**config.mk**
```make
export PLATFORM = sky130hd
export DESIGN_NAME = dacoc_regs
export DESIGN_NICKNAME = d
export VERILOG_FILES = /design/src/dacoc_pkg.sv /design/src/dacoc_sync.sv /design/src/dacoc_sample_path.sv /design/src/dacoc_regs.sv
export SDC_FILE = /design/constraint.sdc
export NUM_CORES = 1
export LEC_CHECK = 0
export ABC_AREA = 1
export BUFFER_PORTS_ARGS = -buffer_cell sky130_fd_sc_hd__buf_2
export CAP_MARGIN = 20
export CORE_UTILIZATION = 55
export CTS_CLUSTER_DIAMETER = 200
export CTS_CLUSTER_SIZE = 24
export DETAILED_ROUTE_END_ITERATION = 8
export GPL_TIMING_DRIVEN = 0
export PLACE_DENSITY = 0.81
export SYNTH_ARGS = -nofsm -noshare
export SYNTH_HDL_FRONTEND = slang
export SYNTH_SLANG_ARGS = --single-unit
```
**constraint.sdc**
```tcl
create_clock -name ref_clk -period 4.1 [get_ports ref_clk]
set_input_delay 1.025 -clock ref_clk [delete_from_list [all_inputs] [get_ports ref_clk]]
set_output_delay 1.025 -clock ref_clk [all_outputs]
set_load 0.1 [all_outputs]
```
**src/dacoc_pkg.sv**
```systemverilog
// Constants and types shared by the converter output-control register block.
// Assumes one 20 MHz reference clock and a synchronous active-low reset.
package dacoc_pkg;

  // ==========================================================================
  // Serial frame layout
  // ==========================================================================
  localparam int DACOC_DATA_W = 16;
  localparam int DACOC_ADDR_W = 7;
  localparam int DACOC_CNT_W = 5;
  localparam logic [4:0] DACOC_HEAD_LAST = 5'h07;
  localparam logic [4:0] DACOC_FRAME_LAST = 5'h17;
  localparam int DACOC_RW_BIT = 7;

  // ==========================================================================
  // Register offsets
  // ==========================================================================
  localparam logic [6:0] DACOC_ADDR_SHUTFMT = 7'h02;
  localparam logic [6:0] DACOC_ADDR_CURTX = 7'h03;
  localparam logic [6:0] DACOC_ADDR_FAILS = 7'h04;

  // ==========================================================================
  // Reset values and writable bits
  // ==========================================================================
  localparam logic [15:0] DACOC_SHUTFMT_RST = 16'h7000;
  localparam logic [15:0] DACOC_CURTX_RST = 16'hF000;
  localparam logic [15:0] DACOC_SHUTFMT_WMASK = 16'h70FA;
  localparam logic [15:0] DACOC_CURTX_WMASK = 16'hF001;
  localparam logic [15:0] DACOC_MID_SCALE = 16'h8000;

  // ==========================================================================
  // Field positions
  // ==========================================================================
  localparam int DACOC_DACCLK_EN = 14;
  localparam int DACOC_DATACLK_EN = 13;
  localparam int DACOC_COLLIDE_EN = 12;
  localparam int DACOC_FOUR_WIRE = 7;
  localparam int DACOC_MIX_EN = 6;
  localparam int DACOC_MIX_GAIN = 5;
  localparam int DACOC_NCO_EN = 4;
  localparam int DACOC_BUS_REV = 3;
  localparam int DACOC_TWOS = 1;
  localparam int DACOC_COARSE_LSB = 12;
  localparam int DACOC_COARSE_W = 4;
  localparam int DACOC_SW_TXEN = 0;

  // ==========================================================================
  // Types
  // ==========================================================================
  typedef struct packed {
    logic serialFourWire;
    logic mixerEnable;
    logic mixerGainDouble;
    logic ncoEnable;
    logic busReverse;
    logic twosComplement;
    logic [4:0] fullScaleSteps;
    logic transmitEnable;
    logic outputShutdown;
  } dacoc_ctrl_t;

  typedef struct packed {
    logic dacClkGone;
    logic dataClkGone;
    logic fifoCollision;
  } dacoc_alarm_t;

endpackage

```
**src/dacoc_sync.sv**
```systemverilog
// Three-stage pin synchroniser, one lane per input bit.
// Assumes the inputs are asynchronous to ref_clk.
`timescale 1ns/10ps
`default_nettype none
module dacoc_sync #(
  parameter int W = 1
) (
  // Clock and reset
  input wire logic ref_clk,
  input wire logic reset_n,
  // Pins in, filtered levels out
  input wire logic [W-1:0] pinRaw,
  output logic [W-1:0] pinLevel
);
  logic [W-1:0] stage1_q;
  logic [W-1:0] stage2_q;
  logic [W-1:0] stage3_q;
  logic [W-1:0] level_q;

  genvar i;
  // A change is taken only once the second and third stages agree.
  generate
    for (i = 0; i < W; i++) begin : g_lane
      always_ff @(posedge ref_clk) begin
        if (!reset_n) begin
          stage1_q[i] <= 1'b0;
          stage2_q[i] <= 1'b0;
          stage3_q[i] <= 1'b0;
          level_q[i] <= 1'b0;
        end else begin
          stage1_q[i] <= pinRaw[i];
          stage2_q[i] <= stage1_q[i];
          stage3_q[i] <= stage2_q[i];
          if (stage2_q[i] == stage3_q[i]) begin
            level_q[i] <= stage3_q[i];
          end
        end
      end
    end
  endgenerate

  assign pinLevel = level_q;
endmodule
`default_nettype wire

```
**src/dacoc_sample_path.sv**
```systemverilog
// Per-bus sample conditioning: bit reversal, number format and mid-scale mute.
// Assumes samples arrive one word per ref_clk cycle from the same clock domain.
`timescale 1ns/10ps
`default_nettype none
module dacoc_sample_path
  import dacoc_pkg::*;
#(
  parameter int W = DACOC_DATA_W
) (
  // Clock and reset
  input wire logic ref_clk,
  input wire logic reset_n,
  // Controls
  input wire logic busReverse,
  input wire logic twosComplement,
  input wire logic muteOutput,
  // Sample in and converter code out
  input wire logic [W-1:0] sampleIn,
  output logic [W-1:0] codeOut
);
  logic [W-1:0] reversed;
  logic [W-1:0] ordered;
  logic [W-1:0] offsetCode;
  logic [W-1:0] code_q;

  genvar i;
  generate
    for (i = 0; i < W; i++) begin : g_rev
      assign reversed[i] = sampleIn[W-1-i];
    end
  endgenerate

  assign ordered = busReverse ? reversed : sampleIn;
  // Flipping the sign bit turns two's complement into offset binary.
  assign offsetCode = twosComplement ? {~ordered[W-1], ordered[W-2:0]} : ordered;

  always_ff @(posedge ref_clk) begin
    if (!reset_n) begin
      code_q <= DACOC_MID_SCALE;
    end else begin
      code_q <= muteOutput ? DACOC_MID_SCALE : offsetCode;
    end
  end

  assign codeOut = code_q;
endmodule
`default_nettype wire

```
**src/dacoc_regs.sv**
```systemverilog
// Output-control registers of a quad converter front end, reached over the
// serial programming port, with pattern-checker results and output shutdown.
// Assumes serial pins are asynchronous and sampled by ref_clk (20 MHz), so the
// serial clock must run well below a quarter of that rate. Sample buses, clock
// monitor and FIFO alarms come from logic on ref_clk.
//
// Summary of operation
// - Conversion-clock loss switches outputs off when its shutdown enable is set.
// - Input data clock loss switches outputs off when its enable is set.
// - FIFO pointer collision switches outputs off when its enable is set.
// - Port-width bit selects four-wire serial port; cleared means three-wire.
// - Mixer block is enabled only while the mixer enable bit is set.
// - Mixer gain bit adds a factor of two at the mixer output.
// - Oscillator enabled only by its bit; coarse mixing works without it.
// - Bus-reversal bit swaps input bit order, MSB line carries LSB.
// - Format bit set means two's complement input, cleared means offset binary.
// - Four-bit coarse field scales full-scale current as value plus one; resets ones.
// - Internal transmit enable is software bit OR transmit enable pin.
// - Pattern test sets result bits for positions failing on either bus.
// - Result bit n covers bit n of both sample buses.
// - Result register has no reset value; any write clears it.
// - Shutdown register resets to 0x7000, current register to 0xF000.
// - While combined shutdown alarm is high, outputs carry mid-scale 0x8000.
// - Pattern checker runs only while its enable bit is set.
`timescale 1ns/10ps
`default_nettype none
module dacoc_regs
  import dacoc_pkg::*;
#(
  parameter int W = DACOC_DATA_W
) (
  // Clock and reset
  input wire logic ref_clk,
  input wire logic reset_n,
  // Serial programming port
  input wire logic serialClk,
  input wire logic serialEnable_n,
  input wire logic serialDataIn,
  output logic serialDataOut,
  output logic serialDataOe,
  output logic serial_port_four_wire_out,
  output logic serial_port_four_wire_oe,
  // Transmit enable pin
  input wire logic transmit_enable_pin,
  // Clock monitor and FIFO alarms
  input wire dacoc_alarm_t alarmIn,
  // Pattern checker
  input wire logic patternCheckEnable,
  input wire logic [W-1:0] expectFirst,
  input wire logic [W-1:0] expectSecond,
  // Sample buses
  input wire logic [W-1:0] first_pair_bus,
  input wire logic [W-1:0] second_pair_bus,
  // Converter codes and control
  output logic [W-1:0] firstCode,
  output logic [W-1:0] secondCode,
  output logic alarmOutputGone,
  output dacoc_ctrl_t ctrl
);

  // ==========================================================================
  // Pin synchronisation
  // ==========================================================================
  logic [2:0] pinLevel;
  logic [2:0] pinRaw;
  logic sclkLevel;
  logic enableLevel_n;
  logic dinLevel;
  logic txPinLevel;
  logic txPinLevel_q;

  assign pinRaw = {serialClk, serialEnable_n, serialDataIn};

  dacoc_sync #(
    .W(3)
  ) u_serial_sync (
    .ref_clk(ref_clk),
    .reset_n(reset_n),
    .pinRaw(pinRaw),
    .pinLevel(pinLevel)
  );

  assign sclkLevel = pinLevel[2];
  assign enableLevel_n = pinLevel[1];
  assign dinLevel = pinLevel[0];

  // The transmit pin rides a single-lane copy of the same filter.
  dacoc_sync #(
    .W(1)
  ) u_txen_sync (
    .ref_clk(ref_clk),
    .reset_n(reset_n),
    .pinRaw(transmit_enable_pin),
    .pinLevel(txPinLevel)
  );

  // ==========================================================================
  // Serial clock edges
  // ==========================================================================
  logic sclkPrev_q;
  logic sclkRise;
  logic sclkFall;
  logic frameActive;

  assign sclkRise = sclkLevel && !sclkPrev_q;
  assign sclkFall = !sclkLevel && sclkPrev_q;
  assign frameActive = !enableLevel_n;

  always_ff @(posedge ref_clk) begin
    if (!reset_n) begin
      sclkPrev_q <= 1'b0;
      txPinLevel_q <= 1'b0;
    end else begin
      sclkPrev_q <= sclkLevel;
      txPinLevel_q <= txPinLevel;
    end
  end

  // ==========================================================================
  // Serial frame sequencer
  // ==========================================================================
  typedef enum logic [1:0] {
    SP_IDLE = 2'b00,
    SP_HEAD = 2'b01,
    SP_DATA = 2'b10,
    SP_DONE = 2'b11
  } dacoc_sp_state_t;

  dacoc_sp_state_t state_q;
  dacoc_sp_state_t state_d;
  logic [DACOC_CNT_W-1:0] bitCount_q;
  logic [DACOC_CNT_W-1:0] bitCount_d;
  logic [W-1:0] shiftIn_q;
  logic [W-1:0] shiftIn_d;
  logic [DACOC_ADDR_W-1:0] addr_q;
  logic isRead_q;
  logic headDone;
  logic frameDone;
  logic writeStrobe;

  assign headDone = (state_q == SP_HEAD) && sclkRise && (bitCount_q == DACOC_HEAD_LAST);
  assign frameDone = (state_q == SP_DATA) && sclkRise && (bitCount_q == DACOC_FRAME_LAST);
  assign writeStrobe = frameDone && !isRead_q;
  assign shiftIn_d = {shiftIn_q[W-2:0], dinLevel};

  always_comb begin
    state_d = state_q;
    bitCount_d = bitCount_q;
    unique case (state_q)
      SP_IDLE: begin
        bitCount_d = '0;
        if (frameActive) begin
          state_d = SP_HEAD;
        end
      end
      SP_HEAD: begin
        if (sclkRise) begin
          bitCount_d = bitCount_q + 5'h01;
        end
        if (headDone) begin
          state_d = SP_DATA;
        end
      end
      SP_DATA: begin
        if (sclkRise) begin
          bitCount_d = bitCount_q + 5'h01;
        end
        if (frameDone) begin
          state_d = SP_DONE;
        end
      end
      SP_DONE: begin
        bitCount_d = '0;
      end
    endcase
    // Raising the enable aborts any frame; a partial write is dropped.
    if (!frameActive) begin
      state_d = SP_IDLE;
      bitCount_d = '0;
    end
  end

  always_ff @(posedge ref_clk) begin
    if (!reset_n) begin
      state_q <= SP_IDLE;
      bitCount_q <= '0;
      shiftIn_q <= '0;
      addr_q <= '0;
      isRead_q <= 1'b0;
    end else begin
      state_q <= state_d;
      bitCount_q <= bitCount_d;
      if (sclkRise && frameActive) begin
        shiftIn_q <= shiftIn_d;
      end
      if (headDone) begin
        isRead_q <= shiftIn_d[DACOC_RW_BIT];
        addr_q <= shiftIn_d[DACOC_ADDR_W-1:0];
      end
    end
  end

  // ==========================================================================
  // Register decode
  // ==========================================================================
  logic [W-1:0] shutFmt_q;
  logic [W-1:0] curTx_q;
  logic [W-1:0] failures_q;
  logic hitShutFmt;
  logic hitCurTx;
  logic hitFails;
  logic [W-1:0] readData;

  assign hitShutFmt = (addr_q == DACOC_ADDR_SHUTFMT);
  assign hitCurTx = (addr_q == DACOC_ADDR_CURTX);
  assign hitFails = (addr_q == DACOC_ADDR_FAILS);

  // Unmapped offsets read as zero.
  assign readData = hitShutFmt ? shutFmt_q :
                    hitCurTx ? curTx_q :
                    hitFails ? failures_q : '0;

  always_ff @(posedge ref_clk) begin
    if (!reset_n) begin
      shutFmt_q <= DACOC_SHUTFMT_RST;
      curTx_q <= DACOC_CURTX_RST;
    end else if (writeStrobe) begin
      if (hitShutFmt) begin
        shutFmt_q <= shiftIn_d & DACOC_SHUTFMT_WMASK;
      end
      if (hitCurTx) begin
        curTx_q <= shiftIn_d & DACOC_CURTX_WMASK;
      end
    end
  end

  // ==========================================================================
  // Pattern checker results
  // ==========================================================================
  logic [W-1:0] failBits;
  logic clearFails;

  // Bit n compares bit n of both buses against the expected patterns.
  assign failBits = patternCheckEnable ?
                    ((first_pair_bus ^ expectFirst) | (second_pair_bus ^ expectSecond)) :
                    '0;
  assign clearFails = writeStrobe && hitFails;

  // Deliberately no reset: the result is undefined until cleared by a write.
  // A failure in the clearing cycle survives the clear.
  always_ff @(posedge ref_clk) begin
    failures_q <= (clearFails ? '0 : failures_q) | failBits;
  end

  // ==========================================================================
  // Read shifter and pin drivers
  // ==========================================================================
  logic [W-1:0] shiftOut_q;
  logic outBit_q;
  logic loadRead_q;
  logic driving;
  logic fourWire;

  assign fourWire = shutFmt_q[DACOC_FOUR_WIRE];
  assign driving = frameActive && isRead_q && (state_q == SP_DATA);

  // The address register only settles on the header's last edge, so the read
  // word is picked up one cycle later, long before the first falling clock.
  always_ff @(posedge ref_clk) begin
    if (!reset_n) begin
      loadRead_q <= 1'b0;
      shiftOut_q <= '0;
      outBit_q <= 1'b0;
    end else begin
      loadRead_q <= headDone;
      if (loadRead_q) begin
        shiftOut_q <= readData;
      end else if (driving && sclkFall) begin
        outBit_q <= shiftOut_q[W-1];
        shiftOut_q <= {shiftOut_q[W-2:0], 1'b0};
      end
    end
  end

  // Three-wire reads turn the data pin around; four-wire reads use the output pin.
  assign serialDataOut = outBit_q;
  assign serialDataOe = driving && !fourWire;
  assign serial_port_four_wire_out = outBit_q;
  assign serial_port_four_wire_oe = driving && fourWire;

  // ==========================================================================
  // Output shutdown and transmit enable
  // ==========================================================================
  logic shutdownNow;
  logic txEnable;
  logic muteOutput;
  logic alarm_q;
  dacoc_ctrl_t ctrl_q;

  assign shutdownNow = (alarmIn.dacClkGone && shutFmt_q[DACOC_DACCLK_EN]) ||
                       (alarmIn.dataClkGone && shutFmt_q[DACOC_DATACLK_EN]) ||
                       (alarmIn.fifoCollision && shutFmt_q[DACOC_COLLIDE_EN]);
  assign txEnable = curTx_q[DACOC_SW_TXEN] || txPinLevel_q;
  // The pattern test also silences the outputs whatever the transmit enable.
  assign muteOutput = alarm_q || !txEnable || patternCheckEnable;

  always_ff @(posedge ref_clk) begin
    if (!reset_n) begin
      alarm_q <= 1'b0;
      // The step count mirrors the all-ones coarse field from the first cycle.
      ctrl_q <= '{fullScaleSteps: 5'h10, default: '0};
    end else begin
      alarm_q <= shutdownNow;
      ctrl_q.serialFourWire <= fourWire;
      ctrl_q.mixerEnable <= shutFmt_q[DACOC_MIX_EN];
      ctrl_q.mixerGainDouble <= shutFmt_q[DACOC_MIX_GAIN];
      ctrl_q.ncoEnable <= shutFmt_q[DACOC_NCO_EN];
      ctrl_q.busReverse <= shutFmt_q[DACOC_BUS_REV];
      ctrl_q.twosComplement <= shutFmt_q[DACOC_TWOS];
      ctrl_q.fullScaleSteps <=
        {1'b0, curTx_q[DACOC_COARSE_LSB +: DACOC_COARSE_W]} + 5'h01;
      ctrl_q.transmitEnable <= txEnable;
      ctrl_q.outputShutdown <= shutdownNow;
    end
  end

  assign alarmOutputGone = alarm_q;
  assign ctrl = ctrl_q;

  // ==========================================================================
  // Sample paths
  // ==========================================================================
  dacoc_sample_path #(
    .W(W)
  ) u_first_path (
    .ref_clk(ref_clk),
    .reset_n(reset_n),
    .busReverse(shutFmt_q[DACOC_BUS_REV]),
    .twosComplement(shutFmt_q[DACOC_TWOS]),
    .muteOutput(muteOutput),
    .sampleIn(first_pair_bus),
    .codeOut(firstCode)
  );

  dacoc_sample_path #(
    .W(W)
  ) u_second_path (
    .ref_clk(ref_clk),
    .reset_n(reset_n),
    .busReverse(shutFmt_q[DACOC_BUS_REV]),
    .twosComplement(shutFmt_q[DACOC_TWOS]),
    .muteOutput(muteOutput),
    .sampleIn(second_pair_bus),
    .codeOut(secondCode)
  );

endmodule
`default_nettype wire

```
==> flow_summary.toml <==
[clocking]
postCtsHoldBufs = 0
tritoncts = "yes"
h-tree-depth = 4
post-cts-setup-buffers = 0
cts_num_sinks = 141
clock_latency_ns = 0.53
path_clk_slew_ns = 0.06
clockBufferDepth = 2
cts_resized = 0
cts_buffers = 17
root_buffer = "clkbuf_8"

[worst_setup_path]
start_kind = "flip-flop"
crit_required_ns = 3.07
cp_max_fo = 4
arrival_ns = 2.05
path_class = "flip-flop to output port"
crit_path_end_kind = "output port"

[pwr]
p_comb_share_pct = 7.2
totalPowerFinal_mw = 3.13
sw_frac_of_total_pct = 24.3
p_per_area_nw_per_um2 = 440
seq_power_share_pct = 44.6
leakage_nw = 3.43
p_clk_share_pct = 48.2
p_sw_mw = 0.760
ir_worst_vdd_v = 0.000357
p_int_mw = 2.37

[route]
drc = 0
dr_total_vias = 5489
wl_per_cell_um = 14.3
viasPerCell = 5.26
ant_nets = 0
dr.pass1.iters = 7
drtIter0Drc = 338
wl_mm = 15.0

[global_route]
grt_pass1_vias = 5241
grt_pass1_wl_mm = 24.6
grt_usage_pct = 28.8
antenna_found_initial = 0
overflow = 0
grt_max_degree = 17

[placement]
dp_hpwl_mm = 10.7
gp_congestion = 0.819
place_ws_ns = 1.56
portBuffers = 122
placed_area_um2 = 6520
post-place-cells = 1011

[synth]
netlist_area_um2 = 5740
synth_cell_type_count = 29
synthCells = 756
syn_area_per_cell_um2 = 7.59
synthMuxAreaShare_pct = 0
synth_adder_area_share_pct = 1.31
synth_compound_area_share_pct = 13.2
ys.flop_type = "dfxtp_1"
ys_warn_count = 0
synthXorXnorAreaFrac_pct = 5.03
synth-simple-area-share_pct = 23.6
synth_top_family_by_area = "simple AND/OR/NAND/NOR gates"
ys_ff_latch = 141
synth_seq_area_share_pct = 49.2
synth_edf_count = 0
synth_nets = 836
async_reset_ff_share_pct = 0

[floorplan]
initial_core_util_pct = 57.7
core_area_um2 = 9950
dieArea_um2 = 10900
rows = 36
chipHeight_um = 104
die_width_um = 104
pin_count = 124

[sta]
fmax_ghz = 0.325
fin_skew_ns = 0.00957
max-slew-margin-rel_pct = 57.4
period_needed_ns = 3.08
final_max_slew_viol_count = 0
fin_ws_ns = 1.02
finalSetupViolCount = 0
setup-tns-final_ns = 0
worst_slew_pin_slew_ns = 0.639
rsz0062_at_grt = "false"
hold_slack_ns = 0.412
period_share_pct = 75.0
hold_violations = 0

[final_layout]
n_fill_cell = 803
stdcell_area_um2 = 7110
final_util_pct = 71.4
antenna_cells = 0
drive_above_1_share_pct = 20.1
stdcell_count = 1043
area_growth_pct = 23.8
final_nets = 977

[job]
maxCapViolations = 0

[worst_hold_path]
min_path_type = "flip-flop to flip-flop"

[outcome]
outcome = "finished, final reports clean"
[worst max-delay path, stage by stage, from the launching register on]
cell and delay, ns:
dfxtp_1 0.33, inv_1 0.09, ha_1 0.19, nand2_1 0.07, nor2_2 0.23, inv_1 0.09, nor2_1 0.09, buf_2 0.43
[layout by cell type (no fill, tap or decap), types with 6 or more instances in the layout]
cell,count
inv_1,74
dfxtp_1,141
nor2_1,54
nand3_1,43
clkbuf_1,19
nand2_1,194
a21oi_1,72
buf_2,132
clkbuf_16,16
nor3_1,10
o21ai_0,71
xor2_1,32
ha_1,6
[registers in the layout (all words and copies together) (netlist names), 2 cells and up]
register and count:
bitCount_q 5, curTx_q 5, u_first_path.codeOut 16, addr_q 7, u_serial_sync.stage3_q 3, u_second_path.codeOut 16
ctrl 13, failures_q 16, u_serial_sync.stage2_q 3, u_serial_sync.stage1_q 3, shiftOut_q 16, shiftIn_q 15
state_q 2, u_serial_sync.pinLevel 3, shutFmt_q 9
[power by group through the flow]
stage,combinational [mW],clock [mW],sequential [mW]
detailed placement,0.223,0,1.43
finish,0.225,1.51,1.40
global route,0.255,1.58,1.40
global placement,0.217,0,1.43
floorplan,0.131,0,1.43
CTS,0.224,1.52,1.40
[metal layers]
| layer | part of all wire, % | vias to the layer above | track usage [%] |
|---|---|---|---|
| met3 | 6.9 | 27 | 7.58 |
| met5 | 0 | - | 0 |
| met4 | 1.8 | 0 | 9.69 |
| li1 | - | 2685 | - |
| met2 | 47 | 208 | 48.4 |
| met1 | 44 | 2569 | 35.8 |
[Yosys cell counts, types with 3 or more instances]
cell      number  area [um2]
ha_1           6        75.1
nand2_1      194         728
inv_1         74         278
xor2_1        32         280
o21ai_0       71         355
nand3b_1       3        22.5
clkbuf_1      18        67.6
nor3_1        10        50.1
a21oi_1       72         360
dfxtp_1      141        2820
nand3_1       43         215
buf_4          3        22.5
nor2_2         3        18.8
nor2_1        54         203
buf_2         10        50.1
nor2_4         4        45.0
[path summary, 6_finish.rpt]
path / start / endpoint / slack (ns) / depth (start not counted)
worst min register to register: u_serial_sync.stage1_q[2]$_SDFF_PN0_ / u_serial_sync.stage2_q[2]$_SDFF_PN0_ / 0.41 / 2
worst max-delay path: state_q[0]$_SDFFE_PP0P_ / serialDataOe / 1.02 / 7
worst max register to register: state_q[0]$_SDFFE_PP0P_ / shiftOut_q[14]$_SDFFE_PN0P_ / 2.26 / 10
worst min-delay path: u_serial_sync.stage1_q[2]$_SDFF_PN0_ / u_serial_sync.stage2_q[2]$_SDFF_PN0_ / 0.41 / 2
[area by class of cell]
class | count | area [um2] | area share (%)
clock buffer | 19 | 432 | 6.08
sequential | 141 | 2820 | 39.7
inverter | 78 | 293 | 4.12
multi-input combinational | 505 | 2470 | 34.8
clock inverter | 13 | 155 | 2.18
tap | 133 | 166 | 2.34
buffer | 32 | 151 | 2.13
timing repair buffer | 122 | 611 | 8.59
[cell families after synthesis]
kind of cell / after synthesis
adder cells (fa/ha/maj): 6
buffers and inverters: 110
AND/OR/NAND/NOR: 317
flip-flops: 141
AO/OA/AOI/OAI: 149
XOR/XNOR: 33
Note: power is estimated with default switching activity, not from simulation.
